### config.mk
export PLATFORM = sky130hd
export DESIGN_NAME = rpsc_top
export DESIGN_NICKNAME = d
export VERILOG_FILES = /design/src/shared/rpsc_pkg.sv /design/src/rpsc_pulse.sv /design/src/rpsc_top.sv
export SDC_FILE = /design/constraint.sdc
export NUM_CORES = 1
export LEC_CHECK = 0
export BUFFER_PORTS_ARGS = -buffer_cell sky130_fd_sc_hd__buf_2
export CAP_MARGIN = 10
export CORE_AREA = 2 2 64 66
export CTS_BUF_LIST = sky130_fd_sc_hd__clkbuf_16
export CTS_CLUSTER_DIAMETER = 30
export DETAILED_ROUTE_END_ITERATION = 7
export DIE_AREA = 0 0 66 68
export GPL_TIMING_DRIVEN = 0
export PLACE_DENSITY = 0.74
export SLEW_MARGIN = 10
export SYNTH_ARGS = -nofsm -noshare
export SYNTH_HDL_FRONTEND = slang
export SYNTH_SLANG_ARGS = --single-unit
### constraint.sdc
create_clock -name clk -period 1.68 [get_ports clk]
set_input_delay 0.336 -clock clk [delete_from_list [all_inputs] [get_ports clk]]
set_output_delay 0.336 -clock clk [all_outputs]
set_load 0.05 [all_outputs]
### src/shared/rpsc_pkg.sv
/*
 Package for the reset and power state control block: register offsets,
 field positions, reset values, state encodings and sequencing counts.
 Assumes nothing beyond a SystemVerilog compiler.
*/
`default_nettype none
package rpsc_pkg;
	// Register offsets on the control port
	localparam logic [7:0] RESET_CONTROL_OFS       = 8'h01;
	localparam logic [7:0] POWER_STATE_REQUEST_OFS = 8'h02;
	localparam logic [7:0] CHANNEL_MUTE_REQUEST_OFS = 8'h03;
	// Field positions
	localparam int MODULE_RESET_BIT       = 4;
	localparam int REGISTER_RESET_BIT     = 0;
	localparam int PROCESSOR_RESET_BIT    = 7;
	localparam int STANDBY_REQUEST_BIT    = 4;
	localparam int POWERDOWN_REQUEST_BIT  = 0;
	localparam int LEFT_MUTE_REQUEST_BIT  = 4;
	localparam int RIGHT_MUTE_REQUEST_BIT = 0;
	// Values after reset
	localparam logic [7:0] RESET_CONTROL_RST        = 8'h00;
	localparam logic [7:0] POWER_STATE_REQUEST_RST  = 8'h80;
	localparam logic [7:0] CHANNEL_MUTE_REQUEST_RST = 8'h00;
	// Write masks: register 3 bits 7-5 are read only
	localparam logic [7:0] CHANNEL_MUTE_WMASK = 8'h1f;
	// Sequencing counts in clock cycles
	localparam int RESET_PULSE_CYCLES = 4;
	// Power states, Gray along run to standby to powerdown
	typedef enum logic [1:0] {
		RPSC_RUN       = 2'b00,
		RPSC_STANDBY   = 2'b01,
		RPSC_POWERDOWN = 2'b11
	} rpsc_state_e;
endpackage
`default_nettype wire

### src/rpsc_pulse.sv
/*
 Reset pulse stretcher: a start pulse yields a busy level held for a fixed
 number of cycles. Assumes start comes from logic on the same clock.
*/
`timescale 1ns/1ps
`default_nettype none
module rpsc_pulse #(
	parameter int CYCLES = rpsc_pkg::RESET_PULSE_CYCLES
) (
	// Clock and reset
	input  wire logic clk,
	input  wire logic rst,
	// Control
	input  wire logic start,
	output var  logic busy
);
	logic [7:0] cnt_reg;

	// Count down while busy; a new start restarts the count
	always_ff @(posedge clk) begin
		if (rst) begin
			cnt_reg <= 8'h00;
		end else if (start) begin
			cnt_reg <= 8'(CYCLES);
		end else if (cnt_reg != 8'h00) begin
			cnt_reg <= cnt_reg - 8'h01;
		end
	end

	assign busy = (cnt_reg != 8'h00);
endmodule
`default_nettype wire

### src/rpsc_top.sv
/*
 Reset and power state control registers with their sequencing.
 Assumes a decoded control-port write/read strobe on clk from the serial
 port logic, and a clock-error level from a foreign domain.
*/
`timescale 1ns/1ps
`default_nettype none
module rpsc_top (
	// Clock and reset
	input  wire logic       clk,
	input  wire logic       rst,
	// Control port access
	input  wire logic       wr_en,
	input  wire logic       rd_en,
	input  wire logic [7:0] addr,
	input  wire logic [7:0] wdata,
	output logic      [7:0] rdata,
	output logic            rvalid,
	// Clock error detector level, asynchronous
	input  wire logic       clock_error,
	// Resets to processing modules
	output logic            filter_reset,
	output logic            converter_reset,
	output logic            processor_reset,
	output logic            coef_clear,
	output logic            mode_reg_reset,
	output logic            exec_from_rom,
	// Power controls
	output logic            analog_power_en,
	output logic            charge_pump_en,
	output logic            digital_supply_en,
	output logic            in_standby,
	output logic            in_powerdown,
	// Mute requests toward the ramp logic
	output logic            left_mute_request,
	output logic            right_mute_request
);
	logic [7:0] mute_reg;
	logic       processor_reset_reg, standby_request_reg;
	logic       powerdown_request_reg;
	logic       module_reset_reg, register_reset_reg;
	logic       err_s1_reg, err_s2_reg;
	logic       mod_start, reg_start, mod_busy, reg_busy;
	logic       wr_rst, wr_pwr, wr_mute;
	rpsc_pkg::rpsc_state_e state_reg, state_next;

	assign wr_rst  = wr_en && addr == rpsc_pkg::RESET_CONTROL_OFS;
	assign wr_pwr  = wr_en && addr == rpsc_pkg::POWER_STATE_REQUEST_OFS;
	assign wr_mute = wr_en && addr == rpsc_pkg::CHANNEL_MUTE_REQUEST_OFS;

	// Clock error comes from another domain, so synchronise it
	always_ff @(posedge clk) begin
		if (rst) begin
			err_s1_reg <= 1'b0;
			err_s2_reg <= 1'b0;
		end else begin
			err_s1_reg <= clock_error;
			err_s2_reg <= err_s1_reg;
		end
	end

	// standby only gate
	// Module reset is dropped unless the device already sits in standby
	assign mod_start = wr_rst && wdata[rpsc_pkg::MODULE_RESET_BIT]
		&& state_reg == rpsc_pkg::RPSC_STANDBY && !module_reset_reg;
	// host restricts use
	// Register reset is taken in any state; the host keeps it to standby
	assign reg_start = wr_rst && wdata[rpsc_pkg::REGISTER_RESET_BIT]
		&& !register_reset_reg;

	rpsc_pulse #(.CYCLES(rpsc_pkg::RESET_PULSE_CYCLES)) u_mod_pulse (
		.clk   (clk),
		.rst   (rst),
		.start (mod_start),
		.busy  (mod_busy)
	);

	rpsc_pulse #(.CYCLES(rpsc_pkg::RESET_PULSE_CYCLES)) u_reg_pulse (
		.clk   (clk),
		.rst   (rst),
		.start (reg_start),
		.busy  (reg_busy)
	);

	// self clearing bits
	// The bits stay set while the action runs, then drop to zero
	always_ff @(posedge clk) begin
		if (rst) begin
			module_reset_reg   <= 1'b0;
			register_reset_reg <= 1'b0;
		end else begin
			module_reset_reg   <= mod_start || (module_reset_reg && mod_busy);
			register_reset_reg <= reg_start
				|| (register_reset_reg && reg_busy);
		end
	end

	// processor reset default
	// Register reset returns the mode bits to their values after reset
	always_ff @(posedge clk) begin
		if (rst || register_reset_reg) begin
			processor_reset_reg   <= rpsc_pkg::POWER_STATE_REQUEST_RST[7];
			standby_request_reg   <= 1'b0;
			powerdown_request_reg <= 1'b0;
			mute_reg              <= rpsc_pkg::CHANNEL_MUTE_REQUEST_RST;
		end else begin
			if (wr_pwr) begin
				processor_reset_reg   <=
					wdata[rpsc_pkg::PROCESSOR_RESET_BIT];
				standby_request_reg   <=
					wdata[rpsc_pkg::STANDBY_REQUEST_BIT];
				powerdown_request_reg <=
					wdata[rpsc_pkg::POWERDOWN_REQUEST_BIT];
			end
			if (wr_mute) begin
				mute_reg <= wdata & rpsc_pkg::CHANNEL_MUTE_WMASK;
			end
		end
	end

	always_comb begin
		if (powerdown_request_reg) begin
			state_next = rpsc_pkg::RPSC_POWERDOWN;
		end else if (standby_request_reg || err_s2_reg) begin
			state_next = rpsc_pkg::RPSC_STANDBY;
		end else begin
			state_next = rpsc_pkg::RPSC_RUN;
		end
	end

	// Power state register
	always_ff @(posedge clk) begin
		if (rst) begin
			state_reg <= rpsc_pkg::RPSC_RUN;
		end else begin
			case (state_reg)
				rpsc_pkg::RPSC_RUN:       state_reg <= state_next;
				rpsc_pkg::RPSC_STANDBY:   state_reg <= state_next;
				rpsc_pkg::RPSC_POWERDOWN: state_reg <= state_next;
				default:                  state_reg <= rpsc_pkg::RPSC_RUN;
			endcase
		end
	end

	// module resets
	// Outputs registered from the state, reset and mute bits
	always_ff @(posedge clk) begin
		if (rst) begin
			filter_reset       <= 1'b0;
			converter_reset    <= 1'b0;
			processor_reset    <= 1'b1;
			coef_clear         <= 1'b0;
			mode_reg_reset     <= 1'b0;
			exec_from_rom      <= 1'b1;
			analog_power_en    <= 1'b1;
			charge_pump_en     <= 1'b1;
			digital_supply_en  <= 1'b1;
			in_standby         <= 1'b0;
			in_powerdown       <= 1'b0;
			left_mute_request  <= 1'b0;
			right_mute_request <= 1'b0;
		end else begin
			filter_reset      <= module_reset_reg;
			converter_reset   <= module_reset_reg;
			processor_reset   <= module_reset_reg || processor_reset_reg;
			coef_clear        <= module_reset_reg;
			mode_reg_reset    <= register_reset_reg;
			// ROM stays selected until software lifts the processor reset
			exec_from_rom     <= register_reset_reg
				|| (exec_from_rom && processor_reset_reg);
			analog_power_en   <= state_reg == rpsc_pkg::RPSC_RUN;
			charge_pump_en    <= state_reg != rpsc_pkg::RPSC_POWERDOWN;
			digital_supply_en <= state_reg != rpsc_pkg::RPSC_POWERDOWN;
			in_standby        <= state_reg == rpsc_pkg::RPSC_STANDBY;
			in_powerdown      <= state_reg == rpsc_pkg::RPSC_POWERDOWN;
			left_mute_request <= mute_reg[rpsc_pkg::LEFT_MUTE_REQUEST_BIT];
			right_mute_request <=
				mute_reg[rpsc_pkg::RIGHT_MUTE_REQUEST_BIT];
		end
	end

	// Read path, one cycle after rd_en; unmapped offsets read zero
	always_ff @(posedge clk) begin
		if (rst) begin
			rdata  <= 8'h00;
			rvalid <= 1'b0;
		end else begin
			rvalid <= rd_en;
			case (addr)
				rpsc_pkg::RESET_CONTROL_OFS:
					rdata <= {3'h0, module_reset_reg, 3'h0, register_reset_reg};
				rpsc_pkg::POWER_STATE_REQUEST_OFS:
					rdata <= {processor_reset_reg, 2'h0, standby_request_reg,
						3'h0, powerdown_request_reg};
				rpsc_pkg::CHANNEL_MUTE_REQUEST_OFS:
					rdata <= mute_reg;
				default:
					rdata <= 8'h00;
			endcase
		end
	end
endmodule
`default_nettype wire

After elaboration in Yosys (flattened, before gate mapping)

Cells that the tools add are included.

Bits in registers: 49
Bits in latches: 0
Bits in writable memories: 0
Bits in read-only memories: 0
Bits of input ports: 21
Output and inout bits: 22
Word-level logic and storage cells: 69
Memories: 0

Add/sub/neg operators: 2
Multipliers: 0
Divide/modulo/power cells: 0
Order comparisons: 0
Eq/ne operators: 6
Shifts and indexed selects: 0
Muxes and demuxes: 7
Bitwise operators: 1
Reductions and logical operators: 28

Operators with widths:

| cell                                                | count |
|---|---|
| case mux 8 bit (3 select lines)                     | 1 |
| equality test 8 x 2 -> 1 bit, second input constant | 2 |
| nonzero test 8 bit                                  | 2 |
| subtractor 8 x 1 -> 8 bit, second input constant    | 2 |
| 2-to-1 mux 3 bit                                    | 4 |
| logical AND 1 bit                                   | 11 |
| equality test 8 x 1 -> 1 bit, second input constant | 1 |
| logical OR 1 bit                                    | 6 |
| OR reduction 2 bit                                  | 3 |
| nonzero test 2 bit                                  | 2 |
| OR reduction 3 bit                                  | 1 |
| equality test 2 x 1 -> 1 bit, second input constant | 1 |
| equality test 2 bit, second input constant          | 1 |
| logical NOT 1 bit                                   | 2 |
| logical NOT 2 bit                                   | 1 |
| 2-to-1 mux 2 bit                                    | 1 |
| != test 2 bit, second input constant                | 1 |
| 2-to-1 mux 1 bit                                    | 1 |
| inverter 1 bit                                      | 1 |

Logic depth before layout (Yosys ltp)

Depth after elaboration: 6
Gate-level depth with buffers: 5
Depth with buffers taken out: 5

Hierarchy

A second synthesis with hierarchy kept.

Cell total of the unflattened synthesis: 206
Area, all modules: 1988.2 sq um

By module, submodules not included:

| module     | instances | cells an instance | area an instance (sq um) | seq. area each (sq um) |
|---|---|---|---|---|
| rpsc_top   | 1         | 110               | 1162.4                   | 620.6 |
| rpsc_pulse | 2         | 48                | 412.9                    | 160.2 |

Worst setup path before layout

Ideal clock, no wire load.

Path type: input to register
From: in addr[3]
To: reg module_reset_reg
Library setup time: 70 ps
Arrival: 1368 ps
Required time: 1610 ps
Slack: 242 ps
Cell stages on the path: 4
Path buffers: 0
Cell sequence: nor4_4 > nand4_1 > or4_1 > a21oi_1

Cells in the longest elaborated chain, start to end: 6

RTL lines:

| element                        | line           | text |
|---|---|---|
| start, declared                | rpsc_top.sv:15 | `input wire logic [7:0] addr,` |
| equality test 8 x 1 -> 1 bit   | rpsc_top.sv:47 | `assign wr_rst = wr_en && addr == rpsc_pkg::RESET_CONTROL_OFS;` |
| logical AND 1 bit              | rpsc_top.sv:47 |  |
| logical AND 1 bit              | rpsc_top.sv:64 | `assign mod_start = wr_rst && wdata[rpsc_pkg::MODULE_RESET_BIT]` |
| logical AND 1 bit (2 in a row) | rpsc_top.sv:65 | `&& state_reg == rpsc_pkg::RPSC_STANDBY && !module_reset_reg;` |
| logical OR 1 bit               | rpsc_top.sv:92 | `module_reset_reg <= mod_start \|\| (module_reset_reg && mod_busy);` |
| end signal, assigned           | rpsc_top.sv:92 |  |
| end, declared                  | rpsc_top.sv:41 | `logic module_reset_reg, register_reset_reg;` |

Every way passes these cells.
A chain may end at the register's enable or synchronous reset.

Worst setup path after layout

From: reg u_reg_pulse.cnt_reg[3]
To: reg u_reg_pulse.cnt_reg[7]

Cells in the longest elaborated chain, start to end: 1
Elaborated cells on any way between the ends: 2
Classes of those cells: add/sub (1); reduce/logical (1)

RTL lines:

| element                                                                | line                               | text |
|---|---|---|
| start, declared                                                        | rpsc_pulse.sv:17                   | `logic [7:0] cnt_reg;` |
| start signal, assigned                                                 | rpsc_pulse.sv:24                   | `cnt_reg <= 8'(CYCLES);` |
| start signal, assigned                                                 | rpsc_pulse.sv:26                   | `cnt_reg <= cnt_reg - 8'h01;` |
| subtractor 8 x 1 -> 8 bit / nonzero test 8 bit (equally long branches) | rpsc_pulse.sv:26, rpsc_pulse.sv:25 |  |

Several ways; a longest one is shown, not always the timed one.

==> impl_metrics.py <==
metrics = {
    "routing": {
        "dr.first_iter.drc_count": 70,
        "via_per_inst": 4.99,
        "wl_per_cell_um": 11.5,
        "postRouteAntennaNets": 0,
        "vias": 1478,
        "dr.pass1.iters": 4,
        "drc": 0,
        "wirelength_mm": 3.41,
    },
    "clock_tree": {
        "postCtsHoldBufs": 0,
        "cts_buffer_depth": 2,
        "htree_num_levels": 2,
        "cts_tree": "yes",
        "clk_pin_slew_ns": 0.06,
        "cts_buffers": 5,
        "post-cts-setup-buffers": 0,
        "ctsResizeCount": 0,
        "clock-sinks": 47,
        "cts_root_buffer": "clkbuf_16",
        "clk_latency_ns": 0.28,
    },
    "floorplan": {
        "die_h_um": 68,
        "dieArea_sq_mm": 0.00449,
        "die_x_um": 66,
        "coreArea_sq_mm": 0.00386,
        "io_pins": 43,
        "start_util_pct": 48.0,
        "num_rows": 23,
    },
    "setup_path": {
        "path_delay_family": "simple AND/OR/NAND/NOR gates",
        "cp-start-kind": "flip-flop",
        "critPathArrivalTime_ns": 1.63,
        "crit_chain": "nor4_2, nand3_1, nand3b_1, nor2_1",
        "slowest_delay_ns": 0.38,
        "critPathKind": "reg2reg",
        "crit_fanout": 6,
        "r2r_end": "u_reg_pulse.cnt_reg[7]$_SDFFE_PP0P_",
        "crit_required_ns": 1.85,
        "regToRegSetupSlack_ns": 0.21,
        "cpMaxStageDelayCell": "nor4_2",
        "r2r_cells": 4,
        "end_kind": "flip-flop",
        "r2r-start": "u_reg_pulse.cnt_reg[3]$_SDFFE_PP0P_",
        "worst-path-buf-inv": 0,
    },
    "synth": {
        "synth-edff-count": 0,
        "yosysSeqAreaShare_pct": 50.8,
        "synth.area.top_cells": "dfxtp_1 (51%), nor2_1 (4.9%), nand2_1 (4.1%)",
        "synth_cell_type_count": 36,
        "synth.top_cell.area_share_pct": 50.8,
        "syn_area_sq_mm": 0.00185,
        "synth_largest_area_cell": "dfxtp_1",
        "avgSynthCellArea_sq_um": 9.26,
        "ys.flop_type": "dfxtp_1",
        "ys_seq_elements": 47,
        "yosys_warnings": 0,
        "synthCells": 200,
        "async_reset_ff_share_pct": 0,
    },
    "timing": {
        "finalClockSkew_ns": 0.00345,
        "max_freq_mhz": 681,
        "finalSetupTns_ns": 0,
        "period_needed_ns": 1.47,
        "hold_viol": 0,
        "finalCritPeriodShare_pct": 87.4,
        "rsz0062_at_grt": "no",
        "drv_slew": 0,
        "setup_viol": 0,
    },
    "hold_path": {
        "min_from": "clock_error",
        "holdPathEnd": "err_s1_reg$_SDFF_PP0_",
        "holdPathStages": 2,
        "hp-class": "in2reg",
    },
    "power_and_ir_drop": {
        "ir_worst_vdd_mv": 0.747,
        "total_power_mw": 3.43,
        "power_density_mw_per_mm2": 1520,
        "power_leakage_nw": 0.994,
    },
    "place": {
        "dp_cells": 288,
        "port_buffers": 37,
        "gp_congestion": 0.802,
        "hpwl_mm": 2.50,
    },
    "finish": {
        "drive_gt1_share_pct": 22.0,
        "fin_nets": 270,
        "num_antenna_cells": 0,
        "area_growth_pct": 21.7,
        "fin_cells": 296,
    },
    "grt": {
        "grt_first_pass_wirelength_mm": 5.51,
        "grt_use_total_pct": 16.5,
        "grt_max_degree": 14,
        "antenna_found_initial": 0,
        "grt_remaining_overflow": 0,
        "grt_pass1_vias": 1250,
    },
    "run_status": {
        "status": "finished, final reports clean",
    },
    "flow_run": {
        "cap_violations": 0,
    },
}
## through the flow
| stage | cell area (sq um) | hold WS, ns | util (%) | setup slack [ns] |
|---|---|---|---|---|
| 2_1_floorplan | 1860 | 0.413 | - | 0.242 |
| 3_3_place_gp | 2100 | 0.424 | 54.5 | 0.0106 |
| 3_5_place_dp | 2100 | 0.424 | 54.5 | -0.0550 |
| 4_1_cts | 2240 | 0.259 | 58.1 | 0.0809 |
| 5_1_grt | 2250 | 0.263 | 58.4 | 0.0388 |
| 6_report | 2250 | 0.264 | 58.4 | 0.212 |
## Yosys cell counts (4+ instances only)
library cell / number
nor2_1: 24
a21oi_1: 6
clkbuf_1: 4
xnor2_1: 4
inv_1: 6
nor3_1: 7
ha_1: 4
and2_1: 4
nand3_1: 8
o21ai_0: 6
nor2b_1: 8
buf_4: 5
dfxtp_1: 47
nand4_1: 4
xor2_1: 6
nand2_1: 20
## cell usage in the layout (no fill, tap or decap), types with 3 or more instances in the layout
cell,count
dfxtp_1,47
buf_2,37
nor2_1,24
nand2_1,20
inv_1,8
nor2b_1,8
nand3_1,8
nor3_1,7
a21oi_1,6
xor2_1,6
o21ai_0,6
buf_4,5
clkbuf_16,5
clkbuf_1,4
nand4_1,4
and2_1,4
xnor2_1,4
ha_1,4
or4_1,3
mux2i_1,3
nand3b_1,3
nor3b_1,3
nand2b_1,3
## worst max-delay path by stage
stage                                              from                             endpoint  slack, ns  cells after the start
floorplan                                       addr[3]          module_reset_reg$_SDFF_PP0_       0.24                      4
detailed placement                              addr[3]  u_mod_pulse.cnt_reg[2]$_SDFFE_PP0P_      -0.05                      5
CTS                 u_reg_pulse.cnt_reg[3]$_SDFFE_PP0P_  u_reg_pulse.cnt_reg[7]$_SDFFE_PP0P_       0.08                      4
global route        u_mod_pulse.cnt_reg[3]$_SDFFE_PP0P_  u_mod_pulse.cnt_reg[6]$_SDFFE_PP0P_       0.04                      4
finish              u_reg_pulse.cnt_reg[3]$_SDFFE_PP0P_  u_reg_pulse.cnt_reg[7]$_SDFFE_PP0P_       0.21                      4
global placement                                addr[3]          module_reset_reg$_SDFF_PP0_       0.01                      5
## per-layer routing
metal  vias up  share of wire [%]  track usage, %  wire [um]
met5         -                  0               0          0
li1        764                  -               -          -
met1       674                 44            18.9       1520
met4         0                1.1            8.93         36
met2        36                 48            27.4       1650
met3         4                6.2            5.43        211
## power by group
group	leakage [nW]	switching (mW)	internal [mW]
logic	0.535	0.536	0.461
registers	0.383	0.210	1.31
clock network	0.0762	0.372	0.537
## area by class of cell
class	instances	area, sq um
flip-flops and latches	47	941
multi-input cells	139	852
well taps	50	62.6
clock inverters	3	12.5
repair buffers	37	185
inverters	6	22.5
clock buffers	5	125
plain buffers	9	52.6
fillers	365	1600
## cells by family (layout without fill, tap and decap cells)
family / count (synthesis) / after routing / synth area share [%]
AND/OR/NAND/NOR: 97 / 97 / 27.8
flip-flops: 47 / 47 / 50.8
AO/OA/AOI/OAI: 21 / 21 / 6.89
buffers and inverters: 15 / 60 / 4.05
XOR/XNOR: 10 / 10 / 4.73
multiplexers: 5 / 5 / 2.84
adder cells (fa/ha/maj): 4 / 4 / 2.70
other: 1 / 2 / 0.203
No activity file was read; power rests on OpenSTA's default activity.
